<file path="src/adc_port_pkg.sv">
/*
 * Constants for the two-wire result and configuration port of a 16-bit
 * converter: framing, addresses, program word layout and timing counts.
 * Assumes a 250 MHz core clock; the bus pins are sampled, not clocked.
 */
package adc_port_pkg;

	localparam int unsigned CLK_HZ          = 250_000_000;
	localparam int unsigned CONV_SLOW_US    = 4800;
	localparam int unsigned CONV_FAST_US    = 1200;
	localparam int unsigned CONV_SLOW_CYC   = CLK_HZ / 1_000_000 * CONV_SLOW_US;
	localparam int unsigned CONV_FAST_CYC   = CLK_HZ / 1_000_000 * CONV_FAST_US;
	localparam int unsigned CONV_CNT_W      = 21;

	localparam logic [5:0]  ADDR_LOW_BITS   = 6'h14;
	localparam int unsigned ADDR_SEL_POS    = 6;
	localparam logic        DIR_READ        = 1'b1;

	localparam int unsigned RESULT_W        = 16;
	localparam int unsigned BYTE_BITS       = 8;
	localparam int unsigned PROG_BITS       = 4;
	localparam int unsigned KEY_HIGH_POS    = 3;
	localparam int unsigned KEY_LOW_POS     = 2;
	localparam int unsigned RATE_POS        = 1;
	localparam int unsigned DEEP_PD_POS     = 0;
	localparam logic        RATE_RESET      = 1'b0;
	localparam logic        DEEP_PD_RESET   = 1'b0;

	localparam logic [15:0] CODE_MAX        = 16'hffff;
	localparam logic [15:0] CODE_MID        = 16'h8000;

	// Bus sequencer states.
	typedef enum logic [2:0] {
		BUS_IDLE = 3'b000,
		BUS_ADDR = 3'b001,
		BUS_AACK = 3'b010,
		BUS_READ = 3'b011,
		BUS_RACK = 3'b100,
		BUS_PROG = 3'b101,
		BUS_SKIP = 3'b110
	} bus_state_t;

	// Converter states.
	typedef enum logic [1:0] {
		CNV_RUN  = 2'b00,
		CNV_NAP  = 2'b01,
		CNV_HOLD = 2'b10
	} cnv_state_t;

endpackage : adc_port_pkg

</file>
<file path="src/adc_i2c_port.sv">
/*
 * Target side of the two-wire result and configuration port.
 * Assumes scl and sda arrive asynchronously and are synchronised here;
 * the analog side supplies a sample that is latched when a conversion
 * ends. sda is open drain: the pin is pulled low while sda_oe is high.
 */
`timescale 1ns/100ps
`default_nettype none

module adc_i2c_port #(
	// Offset binary when set, straight binary otherwise.
	parameter bit          DIFFERENTIAL = 1'b1,
	// Conversion lengths in core clock cycles, slow and fast rate.
	parameter int unsigned SLOW_CYCLES  = adc_port_pkg::CONV_SLOW_CYC,
	parameter int unsigned FAST_CYCLES  = adc_port_pkg::CONV_FAST_CYC
) (
	input  wire logic        ref_clk,      // Core clock, 250 MHz.
	input  wire logic        rst_n,        // Asynchronous power-on reset.
	input  wire logic        scl_in,       // Bus clock pin level.
	input  wire logic        sda_in,       // Bus data pin level.
	output logic             sda_out,      // Driven level, always low.
	output logic             sda_oe,       // High while pulling sda low.
	input  wire logic        addr_select_pin, // Address select strap.
	input  wire logic signed [17:0] sample_in, // Raw analog estimate.
	output logic             converting,   // Conversion in progress.
	output logic             adc_powered,  // Converter supply on.
	output logic             ref_powered,  // Reference supply on.
	output logic             rate_select,  // Current rate setting.
	output logic             deep_power_down // Current sleep setting.
);
	import adc_port_pkg::*;

	typedef struct packed {
		logic [1:0]            scl_s;
		logic [1:0]            sda_s;
		logic                  scl_d;
		logic                  sda_d;
		bus_state_t            bst;
		logic [3:0]            bits;
		logic [7:0]            shf;
		logic [4:0]            rd_cnt;
		logic                  oe;
		logic                  ack_good;
		logic                  was_read;
		logic [PROG_BITS-1:0]  prog;
		logic                  rate;
		logic                  deep;
		logic                  deep_armed;
		cnv_state_t            cst;
		logic [CONV_CNT_W-1:0] cnt;
		logic [15:0]           result;
		logic                  refon;
	} state_t;

	state_t s_r;
	state_t s_nxt;

	// Refuse lengths that the down counter cannot hold or that are empty.
	if (SLOW_CYCLES >= (1 << CONV_CNT_W) || FAST_CYCLES >= (1 << CONV_CNT_W)
		|| SLOW_CYCLES == 0 || FAST_CYCLES == 0) begin : g_bad_len
		$error("Conversion length does not fit the counter.");
	end

	// Clamp the raw sample into the output code space.
	function automatic logic [15:0] encode(input logic signed [17:0] v);
		logic signed [17:0] off;
		off = DIFFERENTIAL ? 18'(v + 18'sh0_8000) : v;
		if (off < 18'sh0_0000)
			encode = 16'h0000;
		else if (off > 18'sh0_ffff)
			encode = CODE_MAX;
		else
			encode = off[15:0];
	endfunction

	logic scl_rise;
	logic scl_fall;
	logic start_c;
	logic stop_c;
	logic [6:0] my_addr;
	logic start_conv;

	assign scl_rise = s_r.scl_s[1] & ~s_r.scl_d;
	assign scl_fall = ~s_r.scl_s[1] & s_r.scl_d;
	// Start and stop are data edges while the clock stays high.
	assign start_c  = s_r.scl_s[1] & s_r.scl_d & s_r.sda_d & ~s_r.sda_s[1];
	assign stop_c   = s_r.scl_s[1] & s_r.scl_d & ~s_r.sda_d & s_r.sda_s[1];
	assign my_addr  = {addr_select_pin, ADDR_LOW_BITS};

	// Next state: bus sequencer, then converter.
	always_comb begin
		s_nxt = s_r;
		start_conv = 1'b0;
		s_nxt.scl_s = {s_r.scl_s[0], scl_in};
		s_nxt.sda_s = {s_r.sda_s[0], sda_in};
		s_nxt.scl_d = s_r.scl_s[1];
		s_nxt.sda_d = s_r.sda_s[1];

		case (s_r.bst)
			BUS_IDLE, BUS_SKIP: begin
				s_nxt.oe = 1'b0;
			end
			BUS_ADDR: begin
				if (scl_rise) begin
					s_nxt.shf  = {s_r.shf[6:0], s_r.sda_s[1]};
					s_nxt.bits = s_r.bits + 4'h1;
				end
				if (scl_fall && s_r.bits == 4'(BYTE_BITS)) begin
					s_nxt.bits = 4'h0;
					s_nxt.was_read = (s_r.shf[0] == DIR_READ);
					if (s_r.shf[7:1] == my_addr) begin
						s_nxt.bst = BUS_AACK;
						// Busy converter leaves the line released.
						s_nxt.ack_good = (s_r.cst != CNV_RUN);
						s_nxt.oe = (s_r.cst != CNV_RUN);
					end else begin
						s_nxt.bst = BUS_SKIP;
					end
				end
			end
			BUS_AACK: begin
				if (scl_fall) begin
					if (!s_r.ack_good) begin
						s_nxt.bst = BUS_SKIP;
						s_nxt.oe  = 1'b0;
					end else if (s_r.was_read) begin
						s_nxt.bst    = BUS_READ;
						s_nxt.rd_cnt = 5'd0;
						s_nxt.oe     = ~s_r.result[15];
					end else begin
						s_nxt.bst = BUS_PROG;
						s_nxt.oe  = 1'b0;
					end
				end
			end
			BUS_READ: begin
				// Release for the controller's acknowledge bit.
				if (scl_rise)
					s_nxt.bits = s_r.bits + 4'h1;
				if (scl_fall) begin
					s_nxt.rd_cnt = s_r.rd_cnt + 5'd1;
					if (s_r.bits == 4'(BYTE_BITS)) begin
						s_nxt.bits = 4'h0;
						s_nxt.oe   = 1'b0;
						s_nxt.bst  = BUS_RACK;
					end else
						s_nxt.oe = ~s_r.result[4'(15 - s_r.rd_cnt[3:0] - 4'h1)];
					if (s_r.rd_cnt == 5'(RESULT_W - 1)) begin
						s_nxt.oe = 1'b0;
					end
				end
			end
			BUS_RACK: begin
				if (scl_fall) begin
					if (s_r.rd_cnt >= 5'(RESULT_W)) begin
						s_nxt.bst  = BUS_SKIP;
						start_conv = 1'b1;
					end else begin
						s_nxt.bst = BUS_READ;
						s_nxt.oe  = ~s_r.result[4'(15 - s_r.rd_cnt[3:0])];
					end
				end
			end
			BUS_PROG: begin
				if (scl_rise && s_r.bits < 4'(PROG_BITS)) begin
					s_nxt.prog = {s_r.prog[2:0], s_r.sda_s[1]};
					s_nxt.bits = s_r.bits + 4'h1;
				end
			end
			default: s_nxt.bst = BUS_IDLE;
		endcase

		// Program word takes effect when the write ends.
		if (s_r.bst == BUS_PROG && (stop_c || start_c)) begin
			if (s_r.bits == 4'(PROG_BITS) && s_r.prog[KEY_HIGH_POS]
				&& !s_r.prog[KEY_LOW_POS]) begin
				s_nxt.rate = s_r.prog[RATE_POS];
				s_nxt.deep = s_r.prog[DEEP_PD_POS];
			end
			start_conv = 1'b1;
		end
		// Stop inside a read ends the transfer and restarts conversion.
		if ((s_r.bst == BUS_READ || s_r.bst == BUS_RACK) && stop_c)
			start_conv = 1'b1;
		if (s_r.bst == BUS_AACK && stop_c && s_r.ack_good)
			start_conv = 1'b1;

		if (start_c) begin
			s_nxt.bst  = BUS_ADDR;
			s_nxt.bits = 4'h0;
			s_nxt.oe   = 1'b0;
		end else if (stop_c) begin
			s_nxt.bst = BUS_IDLE;
			s_nxt.oe  = 1'b0;
		end

		// Converter: a running conversion is cut short only by reset.
		case (s_r.cst)
			CNV_RUN: begin
				if (s_r.cnt == '0) begin
					s_nxt.result = encode(sample_in);
					s_nxt.cst    = CNV_NAP;
					if (s_r.deep_armed)
						s_nxt.refon = 1'b0;
				end else
					s_nxt.cnt = s_r.cnt - 1'b1;
			end
			CNV_NAP: begin
				// A valid acknowledge wakes the reference.
				if (s_r.bst == BUS_ADDR && s_nxt.bst == BUS_AACK
					&& s_nxt.ack_good) begin
					s_nxt.refon = 1'b1;
					s_nxt.cst   = CNV_HOLD;
				end
			end
			CNV_HOLD: begin
				if (start_conv) begin
					s_nxt.cst = CNV_RUN;
					s_nxt.deep_armed = s_nxt.deep;
					s_nxt.cnt = s_nxt.rate
						? CONV_CNT_W'(FAST_CYCLES - 1)
						: CONV_CNT_W'(SLOW_CYCLES - 1);
				end else if (s_r.bst == BUS_SKIP || s_r.bst == BUS_IDLE)
					s_nxt.cst = CNV_NAP;
			end
			default: s_nxt.cst = CNV_RUN;
		endcase
	end

	// Single state register; reset clears settings and starts converting.
	always_ff @(posedge ref_clk or negedge rst_n) begin
		if (!rst_n) begin
			s_r            <= '0;
			s_r.scl_s      <= 2'b11;
			s_r.sda_s      <= 2'b11;
			s_r.scl_d      <= 1'b1;
			s_r.sda_d      <= 1'b1;
			s_r.bst        <= BUS_IDLE;
			s_r.rate       <= RATE_RESET;
			s_r.deep       <= DEEP_PD_RESET;
			s_r.cst        <= CNV_RUN;
			s_r.cnt        <= CONV_CNT_W'(SLOW_CYCLES - 1);
			s_r.result     <= CODE_MID;
			s_r.refon      <= 1'b1;
		end else begin
			s_r <= s_nxt;
		end
	end

	// Outputs come straight from the state register; sda_out is tied low.
	assign sda_out         = 1'b0;
	assign sda_oe          = s_r.oe;
	assign converting      = (s_r.cst == CNV_RUN);
	assign adc_powered     = (s_r.cst == CNV_RUN);
	assign ref_powered     = s_r.refon;
	assign rate_select     = s_r.rate;
	assign deep_power_down = s_r.deep;

endmodule // adc_i2c_port

`default_nettype wire

</file>
<file path="config.mk">
export PLATFORM = sky130hd
export DESIGN_NAME = adc_i2c_port
export DESIGN_NICKNAME = d
export VERILOG_FILES = /design/src/adc_port_pkg.sv /design/src/adc_i2c_port.sv
export SDC_FILE = /design/constraint.sdc
export NUM_CORES = 1
export LEC_CHECK = 0
export BUFFER_PORTS_ARGS = -buffer_cell sky130_fd_sc_hd__buf_4
export CORE_MARGIN = 5
export CORE_UTILIZATION = 39
export DETAILED_ROUTE_END_ITERATION = 6
export HOLD_SLACK_MARGIN = 0.05
export PLACE_DENSITY = 0.51
export SLEW_MARGIN = 5
export SYNTH_ARGS = -nofsm -noshare
export SYNTH_HDL_FRONTEND = slang
export SYNTH_SLANG_ARGS = --single-unit
</file>
<file path="constraint.sdc">
create_clock -name ref_clk -period 6.88 [get_ports ref_clk]
set_input_delay 0 -clock ref_clk [delete_from_list [all_inputs] [get_ports ref_clk]]
set_output_delay 0 -clock ref_clk [all_outputs]
set_load 0.02 [all_outputs]
</file>
==> out/summary.txt, run 1 <==
status - completed
hpwl dp - 7650 um
I/O pin count - 30
Routed WL - 11200 um
Worst R2R Start - s_r[67]
All-Layer GR Usage - 0.167
Slew @ Worst Pin - 0.984 ns
crit path kind - flip-flop to flip-flop
Power Density - 238 nW/um^2
Worst setup EP type - flip-flop
post-route cell area - 5290 sq um
CP cell instances - nand4b_1, nor4_1, mux2i_1, o22ai_1, a22o_1
cell depth of the worst setup path - 5
Post-synth EDFFs - 0
HP Class - input pin to flip-flop
largest net degree at the start of global routing - 77
standard-cell rows - 39
gr ovfl total - 0
Seq cells post-synth - 76
Core Area - 11400 sq um
CP top delay family - simple AND/OR/NAND/NOR gates
Layout area overhead - 17.4%
setup violators final - 0
Initial Utilization - 0.396
Seq/Total Area, Yosys - 0.428
die area - 13800 sq um
max incr delay on CP - 0.86 ns
Final Wtd Congestion - 0.818
Arr. time, crit path - 3.31 ns
unrepaired setup endpoints after global routing - false
CP Launch Type - flip-flop
PortBufs - 28
largest family of logic cells by synthesized area - simple AND/OR/NAND/NOR gates
CTS buffer count - 9
nets - 525
r2r endpoint - s_r[32]
n_diodes - 0
CP startpoint - s_r[67]
antenna violations before repair - 0
CTS Root Cell - clkbuf_16
Post-DP Area - 4760 sq um
synthesized area - 4500 sq um
TritonCTS clock tree - yes
post-synthesis adder-cell area fraction - 0.0194
fin crit share - 0.447
Clock Path Buffers - 2
global-route wire length before repair - 18800 um
syn_area_per_cell - 9.68 sq um
share of layout cells above drive strength 1 - 0.222
FF-to-FF path depth - 5
compound-cell area share of the yosys netlist - 0.182
htree depth - 3
number of detailed-route iterations in the first pass - 4
vias in the first global route - 3633
CP max stage cell - dfrtp_1
WL/cell - 17.4 um
Setup crit end - s_r[32]
r2r setup slk - 3.80 ns
Die Height - 117 um
vias per cell - 5.77
Max Freq - 0.325 GHz
Rel. slew slack - 0.344
Die X - 117 um
clock-pin slew on the worst setup and hold paths - 0.06 ns
drt drc - 0
synth unique cells - 63
vias after detailed routing - 3712
mux contribution to synthesized area - 0.0972
Worst EP required - 7.11 ns
post-synthesis xor/xnor area fraction - 0.0117
endpoints failing hold - 0
Primary FF master, synth - dfrtp_1
Buf/Inv on CP - 0
max-cap violations - 0
post_cts resized - 0
setup TNS - 0 ns
Post-Syn Nets - 495
simple-gate share of the synthesized area - 0.215
count of routing violations after the opening detailed-route iteration - 236
remaining antenna violation count - 0
Clock Skew - 0.00711 ns
Max IR drop VDD - 172 uV
cells after synthesis - 465
synth warn - 0
Leakage - 2.29 nW
Clk Latency, worst-skew pair - 0.34 ns
CTS Sinks - 76
crit path time final - 3.08 ns
pins over their slew limit - 0
CP Max Fanout - 29
Final Power - 1.26 mW
Synth async-reset ratio - 1.00
-- through the flow --
step / worst slack [ns] / instances / hold WS, ns / utilization
after floorplan: 4.55 / 465 / -0.296 / -
after CTS: 3.75 / 643 / 0.225 / 0.465
after detailed placement: 3.80 / 608 / 0.111 / 0.418
after global placement: 3.92 / 608 / 0.111 / 0.418
after global routing: 3.55 / 643 / 0.280 / 0.465
final: 3.80 / 643 / 0.236 / 0.465
-- state kept, by name, summed over array words and instances, names as in the netlist --
name,cells
s_nxt,4
deep_power_down,1
ref_powered,1
rate_select,1
s_r,68
sda_oe,1
-- layout by cell type (no fill, tap or decap), types with 4 or more instances in the layout --
cell / instances
a21oi_1: 15
a22o_1: 7
a22oi_1: 5
a31oi_1: 9
and3_1: 4
buf_4: 30
clkbuf_16: 9
dfrtp_1: 54
dfstp_2: 22
dlygate4sd3_1: 19
ha_1: 7
inv_1: 14
mux2_2: 18
mux2i_1: 10
mux4_2: 6
nand2_1: 37
nand2b_1: 8
nand3_1: 16
nand3b_1: 5
nand4_1: 5
nor2_1: 43
nor2b_1: 7
nor3_1: 10
nor4_1: 8
o21ai_0: 24
o22ai_1: 6
o31ai_1: 15
o31ai_2: 5
or2_2: 6
or3_1: 7
or4_1: 4
xor2_1: 4
-- layer usage --
| metal | global-route usage | wire (um) |
|---|---|---|
| met4 | 0.0530 | 172 |
| met5 | 0 | 0 |
| met1 | 0.230 | 5440 |
| met2 | 0.260 | 5140 |
| met3 | 0.0380 | 411 |
-- synthesized netlist by cell type (3+ instances only) --
| library cell | n | share of area |
|---|---|---|
| dfrtp_1 | 54 | 0.30 |
| nor2_1 | 43 | 0.036 |
| nand2_1 | 37 | 0.031 |
| o21ai_0 | 24 | 0.027 |
| clkbuf_1 | 23 | 0.019 |
| dfstp_2 | 22 | 0.13 |
| mux2_2 | 18 | 0.045 |
| nand3_1 | 16 | 0.018 |
| a21oi_1 | 15 | 0.017 |
| o31ai_1 | 15 | 0.025 |
| inv_1 | 14 | 0.012 |
| mux2i_1 | 10 | 0.022 |
| nor3_1 | 10 | 0.011 |
| a31oi_1 | 9 | 0.013 |
| nand2b_1 | 8 | 0.011 |
| nor4_1 | 8 | 0.011 |
| a22o_1 | 7 | 0.014 |
| ha_1 | 7 | 0.019 |
| nor2b_1 | 7 | 0.0097 |
| or3_1 | 7 | 0.0097 |
| mux4_2 | 6 | 0.030 |
| o22ai_1 | 6 | 0.0083 |
| or2_2 | 6 | 0.0083 |
| a22oi_1 | 5 | 0.0083 |
| nand3b_1 | 5 | 0.0083 |
| nand4_1 | 5 | 0.0069 |
| o31ai_2 | 5 | 0.014 |
| and3_1 | 4 | 0.0056 |
| buf_6 | 4 | 0.010 |
| or4_1 | 4 | 0.0067 |
| xor2_1 | 4 | 0.0078 |
| a21boi_0 | 3 | 0.0050 |
| and2_1 | 3 | 0.0042 |
| and4_1 | 3 | 0.0058 |
| nor4b_1 | 3 | 0.0058 |
| o21a_1 | 3 | 0.0050 |
| o221ai_1 | 3 | 0.0058 |
| o22a_1 | 3 | 0.0058 |
| o32ai_1 | 3 | 0.0058 |
-- worst min-delay path by stage --
stage / to / from / slack (ns) / cells after the start
2_1_floorplan: deep_power_down / rst_n / -0.30 / 0
3_3_place_gp: s_nxt[75] / scl_in / 0.11 / 1
3_5_place_dp: s_nxt[73] / sda_in / 0.11 / 1
4_1_cts: s_r[16] / sample_in[17] / 0.23 / 4
5_1_grt: s_r[12] / sample_in[17] / 0.28 / 4
6_report: s_r[16] / sample_in[17] / 0.24 / 4
-- worst reg2reg max path, cell delays in order (launching register included) --
cell,delay (ns)
dfrtp_1,0.86
nand4b_1,0.16
nor4_1,0.77
mux2i_1,0.74
o22ai_1,0.18
a22o_1,0.25
-- report_power, final --
group	switching, mW	total (mW)	internal, mW
sequential	0.0519	0.540	0.488
clock	0.195	0.550	0.355
combinational	0.0799	0.171	0.0909
total	0.326	1.26	0.934
-- cells by family (layout without fill, tap and decap cells) --
logic type,Yosys count,count (layout)
simple gates,181,181
compound gates,116,116
flops,76,76
buf+inv,44,79
mux,34,34
fa+ha+maj,7,7
xor+xnor,6,6
other cells,1,1
-- final cells by class --
class / count / area [sq um]
repair buffers: 49 / 415
well taps: 143 / 179
inverters: 14 / 52.6
multi-input cells: 345 / 2370
clock inverters: 6 / 111
clock buffers: 10 / 229
flip-flops and latches: 76 / 1930
fillers: 1092 / 6080
-- repair_timing --
action                                  in CTS  in global routing
hold buffers                                19                  0
endpoints found under the setup margin       0                  0
setup buffers                                0                  0
hold endpoints to repair                    72                  0
Power figures use the tool's default switching activity.
==> run 2, diff against run 1 <==
==> constraint.sdc (replaced) <==
create_clock -name ref_clk -period 3 [get_ports ref_clk]
set_input_delay 0 -clock ref_clk [delete_from_list [all_inputs] [get_ports ref_clk]]
set_output_delay 0 -clock ref_clk [all_outputs]
set_load 0.02 [all_outputs]
==> out/summary.txt, run 2 (synthesis results as in run 1) <==
max-cap violations - 0 (unchanged)
Initial Utilization - 0.396 (unchanged)
metal2 WL - 5250 um (was 5140 um)
unrepaired setup endpoints after global routing - false (unchanged)
Die X - 117 um (unchanged)
Worst EP required - 3.25 ns (was 7.11 ns)
count of routing violations after the opening detailed-route iteration - 206 (was 236)
HP Class - input pin to flip-flop (unchanged)
drt drc - 0 (unchanged)
fin crit share - 0.855 (was 0.447)
vias after detailed routing - 3669 (was 3712)
CTS Sinks - 76 (unchanged)
CP cell instances - ha_1, and3_1, ha_1, or4bb_1, nor4_1, mux2_2, a31oi_1, a21boi_0 (was nand4b_1, nor4_1, mux2i_1, o22ai_1, a22o_1)
Layout area overhead - 18.5% (was 17.4%)
Die Height - 117 um (unchanged)
post_cts resized - 0 (unchanged)
Highest Signal Layer - met4 (unchanged)
All-Layer GR Usage - 0.167 (about the same)
Rel. slew slack - 0.340 (was 0.344)
share of layout cells above drive strength 1 - 0.234 (was 0.222)
Routed WL - 11200 um (about the same)
vias in the first global route - 3809 (was 3633)
largest net degree at the start of global routing - 77 (unchanged)
setup TNS - 0 ns (unchanged)
nets - 533 (was 525)
max incr delay on CP - 0.56 ns (was 0.86 ns)
PortBufs - 28 (unchanged)
pins over their slew limit - 0 (unchanged)
Leakage - 2.32 nW (was 2.29 nW)
CTS buffer count - 9 (unchanged)
Top reg by flops - s_r (unchanged)
global-route wire length before repair - 19200 um (was 18800 um)
Max Freq - 0.390 GHz (was 0.325 GHz)
I/O pin count - 30 (unchanged)
remaining antenna violation count - 0 (unchanged)
WL/cell - 17.3 um (was 17.4 um)
met3 wire length - 376 um (was 411 um)
Final Wtd Congestion - 0.816 (was 0.818)
endpoints failing hold - 0 (unchanged)
vias per cell - 5.64 (was 5.77)
CP Launch Type - flip-flop (unchanged)
Arr. time, crit path - 2.81 ns (was 3.31 ns)
Core Area - 11400 sq um (unchanged)
Max IR drop VDD - 314 uV (was 172 uV)
most common cell after layout, fill and taps aside - dfrtp_1 (unchanged)
Final Power - 2.84 mW (was 1.26 mW)
most frequent cells in the layout - dfrtp_1, nor2_1, buf_4 (was dfrtp_1, nor2_1, nand2_1)
standard-cell rows - 39 (unchanged)
antenna violations before repair - 0 (unchanged)
clock-pin slew on the worst setup and hold paths - 0.06 ns (about the same)
CP Max Fanout - 14 (was 29)
gr ovfl total - 0 (unchanged)
CTS Root Cell - clkbuf_16 (unchanged)
Clock Path Buffers - 2 (unchanged)
Most common cell on crit path - ha_1
CP max stage cell - dfrtp_1 (unchanged)
setup violators final - 0 (unchanged)
htree depth - 3 (unchanged)
hpwl dp - 7640 um (was 7650 um)
Slew @ Worst Pin - 0.990 ns (was 0.984 ns)
status - completed (unchanged)
max reg flops - 68 (unchanged)
crit path kind - flip-flop to flip-flop (unchanged)
Clk Latency, worst-skew pair - 0.34 ns (about the same)
TritonCTS clock tree - yes (unchanged)
crit path time final - 2.56 ns (was 3.08 ns)
number of detailed-route iterations in the first pass - 4 (unchanged)
hold slack - 0.228 ns (was 0.236 ns)
FF-to-FF path depth - 8 (was 5)
Worst setup EP type - flip-flop (unchanged)
wl on met1 - 5440 um (about the same)
Power Density - 532 nW/um^2 (was 238 nW/um^2)
Clock Skew - 0.00592 ns (was 0.00711 ns)
n_diodes - 0 (unchanged)
Hold Path Stages - 4 (unchanged)
die area - 13800 sq um (unchanged)
[run 2: cell count changes in the layout (fill, tap and decap cells not counted)]
cell	before	now
bufinv_16	3	2
buf_4	30	38
clkbuf_8	0	2
inv_6	1	0
[run 2: routing by layer]
metal,track usage,up-vias
li1,-,1815
met1,0.228,1778
met2,0.261,62
met3,0.0365,14
met4,0.0609,0
met5,0,-
[run 2: worst paths after layout]
kind | start | to | slack, ns
setup reg to reg | s_r[50] | sda_oe | 0.44
setup / recovery | s_r[50] | sda_oe | 0.44
hold / removal | sample_in[17] | s_r[16] | 0.23
min in group asynchronous | rst_n | sda_oe | 0.33
hold reg to reg | s_nxt[73] | s_nxt[70] | 0.36
max in group asynchronous | rst_n | s_r[53] | 1.98
[run 2: critical path, delay by kind of cell (launching register included)]
| kind | cells | cell delay (ns) |
|---|---|---|
| multiplexers | 1 | 0.21 |
| flip-flops | 1 | 0.56 |
| adder cells (fa/ha/maj) | 2 | 0.51 |
| AND/OR/NAND/NOR | 3 | 0.99 |
| AO/OA/AOI/OAI | 2 | 0.22 |
[run 2: cell type report]
cell class / instances / area, sq um
Fill cell: 1088 / 6030
Multi-Input combinational cell: 345 / 2370
Sequential cell: 76 / 1930
Timing Repair Buffer: 57 / 475
Clock buffer: 12 / 256
Tap cell: 143 / 179
Clock inverter: 4 / 72.6
Inverter: 14 / 52.6
[run 2: metrics by stage]
step,setup WS (ns),util,instances,area (sq um)
2_1_floorplan,0.668,-,465,4500
3_3_place_gp,0.511,0.424,616,4820
3_5_place_dp,0.450,0.424,616,4820
4_1_cts,0.441,0.469,651,5340
5_1_grt,0.249,0.469,651,5340
6_report,0.436,0.469,651,5340
[run 2: repair_timing]
action | CTS | global route
endpoints found under the hold margin | 72 | 0
hold buffers | 19 | 0
buffers inserted | 0 | 0
[run 2: power breakdown]
group | switching (mW) | internal (mW)
clock network | 0.423 | 0.773
logic | 0.207 | 0.214
registers | 0.103 | 1.12
total | 0.733 | 2.11
==> run 3, diff against run 2 <==
--- a/config.mk
+++ b/config.mk
@@ -6,6 +6,7 @@
 export NUM_CORES = 1
 export LEC_CHECK = 0
 export BUFFER_PORTS_ARGS = -buffer_cell sky130_fd_sc_hd__buf_4
+export CORE_ASPECT_RATIO = 1.25
 export CORE_MARGIN = 5
 export CORE_UTILIZATION = 39
 export DETAILED_ROUTE_END_ITERATION = 6
==> out/summary.txt, run 3 (synthesis results as in run 1) <==
crit path time final - 2.60 ns (was 2.56 ns)
unrepaired setup endpoints after global routing - false (unchanged)
CP startpoint - s_r[18] (was s_r[50])
largest net degree at the start of global routing - 77 (unchanged)
die area - 13800 sq um (about the same)
Reg area - 1930 sq um (unchanged)
Clk Latency, worst-skew pair - 0.34 ns (about the same)
Post-DP Area - 4840 sq um (was 4820 sq um)
Clock Path Buffers - 2 (unchanged)
Rel. slew slack - 0.343 (was 0.340)
Max IR drop VDD - 256 uV (was 314 uV)
endpoints failing hold - 0 (unchanged)
count of routing violations after the opening detailed-route iteration - 183 (was 206)
Leakage - 2.35 nW (was 2.32 nW)
remaining antenna violation count - 0 (unchanged)
post-route cell area - 5380 sq um (was 5340 sq um)
FILL cells - 1099 (was 1088)
WL/cell - 17.4 um (was 17.3 um)
Top reg by flops - s_r (unchanged)
number of detailed-route iterations in the first pass - 5 (was 4)
CTS buffer count - 9 (unchanged)
max reg flops - 68 (unchanged)
Worst R2R Start - s_r[18] (was s_r[50])
Final Wtd Congestion - 0.795 (was 0.816)
vias per cell - 5.73 (was 5.64)
Worst EP required - 3.22 ns (was 3.25 ns)
hpwl dp - 7850 um (was 7640 um)
vias after detailed routing - 3725 (was 3669)
Clock Skew - 0.00994 ns (was 0.00592 ns)
share of layout cells above drive strength 1 - 0.242 (was 0.234)
nets - 537 (was 533)
CTS Root Cell - clkbuf_16 (unchanged)
Power Density - 542 nW/um^2 (was 532 nW/um^2)
Die X - 106 um (was 117 um)
min-delay src - sample_in[17] (unchanged)
status - completed (unchanged)
I/O pin count - 30 (unchanged)
Layout area overhead - 19.4% (was 18.5%)
CP Launch Type - flip-flop (unchanged)
htree depth - 3 (unchanged)
Worst setup EP type - flip-flop (unchanged)
CTS Sinks - 76 (unchanged)
antenna violations before repair - 0 (unchanged)
setup TNS - 0 ns (unchanged)
global-route wire length before repair - 18700 um (was 19200 um)
fin crit share - 0.866 (was 0.855)
drt drc - 0 (unchanged)
All-Layer GR Usage - 0.169 (was 0.167)
standard-cell rows - 44 (was 39)
Slew @ Worst Pin - 0.985 ns (was 0.990 ns)
vias in the first global route - 3637 (was 3809)
Max Freq - 0.385 GHz (was 0.390 GHz)
gr ovfl total - 0 (unchanged)
most frequent cells in the layout - dfrtp_1, nor2_1, buf_4 (unchanged)
Arr. time, crit path - 2.82 ns (was 2.81 ns)
CP Max Fanout - 12 (was 14)
Core Area - 11500 sq um (was 11400 sq um)
max-cap violations - 0 (unchanged)
Routed WL - 11300 um (was 11200 um)
most common cell after layout, fill and taps aside - dfrtp_1 (unchanged)
TritonCTS clock tree - yes (unchanged)
Final Util - 0.470 (was 0.469)
Initial Utilization - 0.393 (was 0.396)
setup violators final - 0 (unchanged)
Die Height - 130 um (was 117 um)
crit path kind - flip-flop to flip-flop (unchanged)
HP Class - input pin to flip-flop (unchanged)
clock-pin slew on the worst setup and hold paths - 0.06 ns (about the same)
PortBufs - 28 (unchanged)
multi-input logic area - 2370 sq um (unchanged)
n_diodes - 0 (unchanged)
pins over their slew limit - 0 (unchanged)
-- run 3: worst paths after layout --
kind                             end  slack [ns]  cells after the start
max                          s_r[35]        0.40                      7
max reg2reg                  s_r[35]        0.40                      7
min                          s_r[16]        0.23                      4
max in group asynchronous    s_r[55]        1.99                      2
min reg2reg                s_nxt[71]        0.36                      0
min in group asynchronous     sda_oe        0.36                      2
-- run 3: through the flow --
step	worst slack (ns)	total power, mW	hold WS (ns)	std cells
after floorplan	0.668	1.50	-0.296	465
after global placement	0.487	1.64	0.109	615
after detailed placement	0.465	1.65	0.110	615
after CTS	0.444	2.96	0.233	650
after global routing	0.187	3.06	0.267	650
final	0.403	2.92	0.231	650
-- run 3: report_power, final --
part           switching [mW]  internal [mW]  leakage (nW)
clock network           0.454          0.819         0.170
logic                   0.210          0.218          1.31
registers              0.0947           1.12         0.876
total                   0.759           2.16          2.35
-- run 3: area by class of cell --
class,count,area share
sequential,76,0.359
tap,138,0.0321
clock buffer,9,0.0419
clock inverter,7,0.0226
timing repair buffer,61,0.0940
multi-input combinational,345,0.441
inverter,14,0.00977
-- run 3: routing by layer --
layer,routed length (um),GRT usage
met1,5120,0.225
met2,5670,0.285
met3,321,0.0203
met4,191,0.0640
met5,0,0
-- run 3: repair_timing --
item | CTS | global route
setup buffers | 0 | 0
hold endpoints to repair | 72 | 0
resized for setup | 0 | 0
setup endpoints to repair | 0 | 0
hold buffers | 19 | 0
-- run 3: critical path: stages (launching register included) --
cell and delay [ns]:
dfstp_2 0.37, inv_1 0.07, ha_1 0.18, nor4b_1 0.42, nand4_1 0.31, o31a_1 0.53
and2_1 0.35, a22o_1 0.25
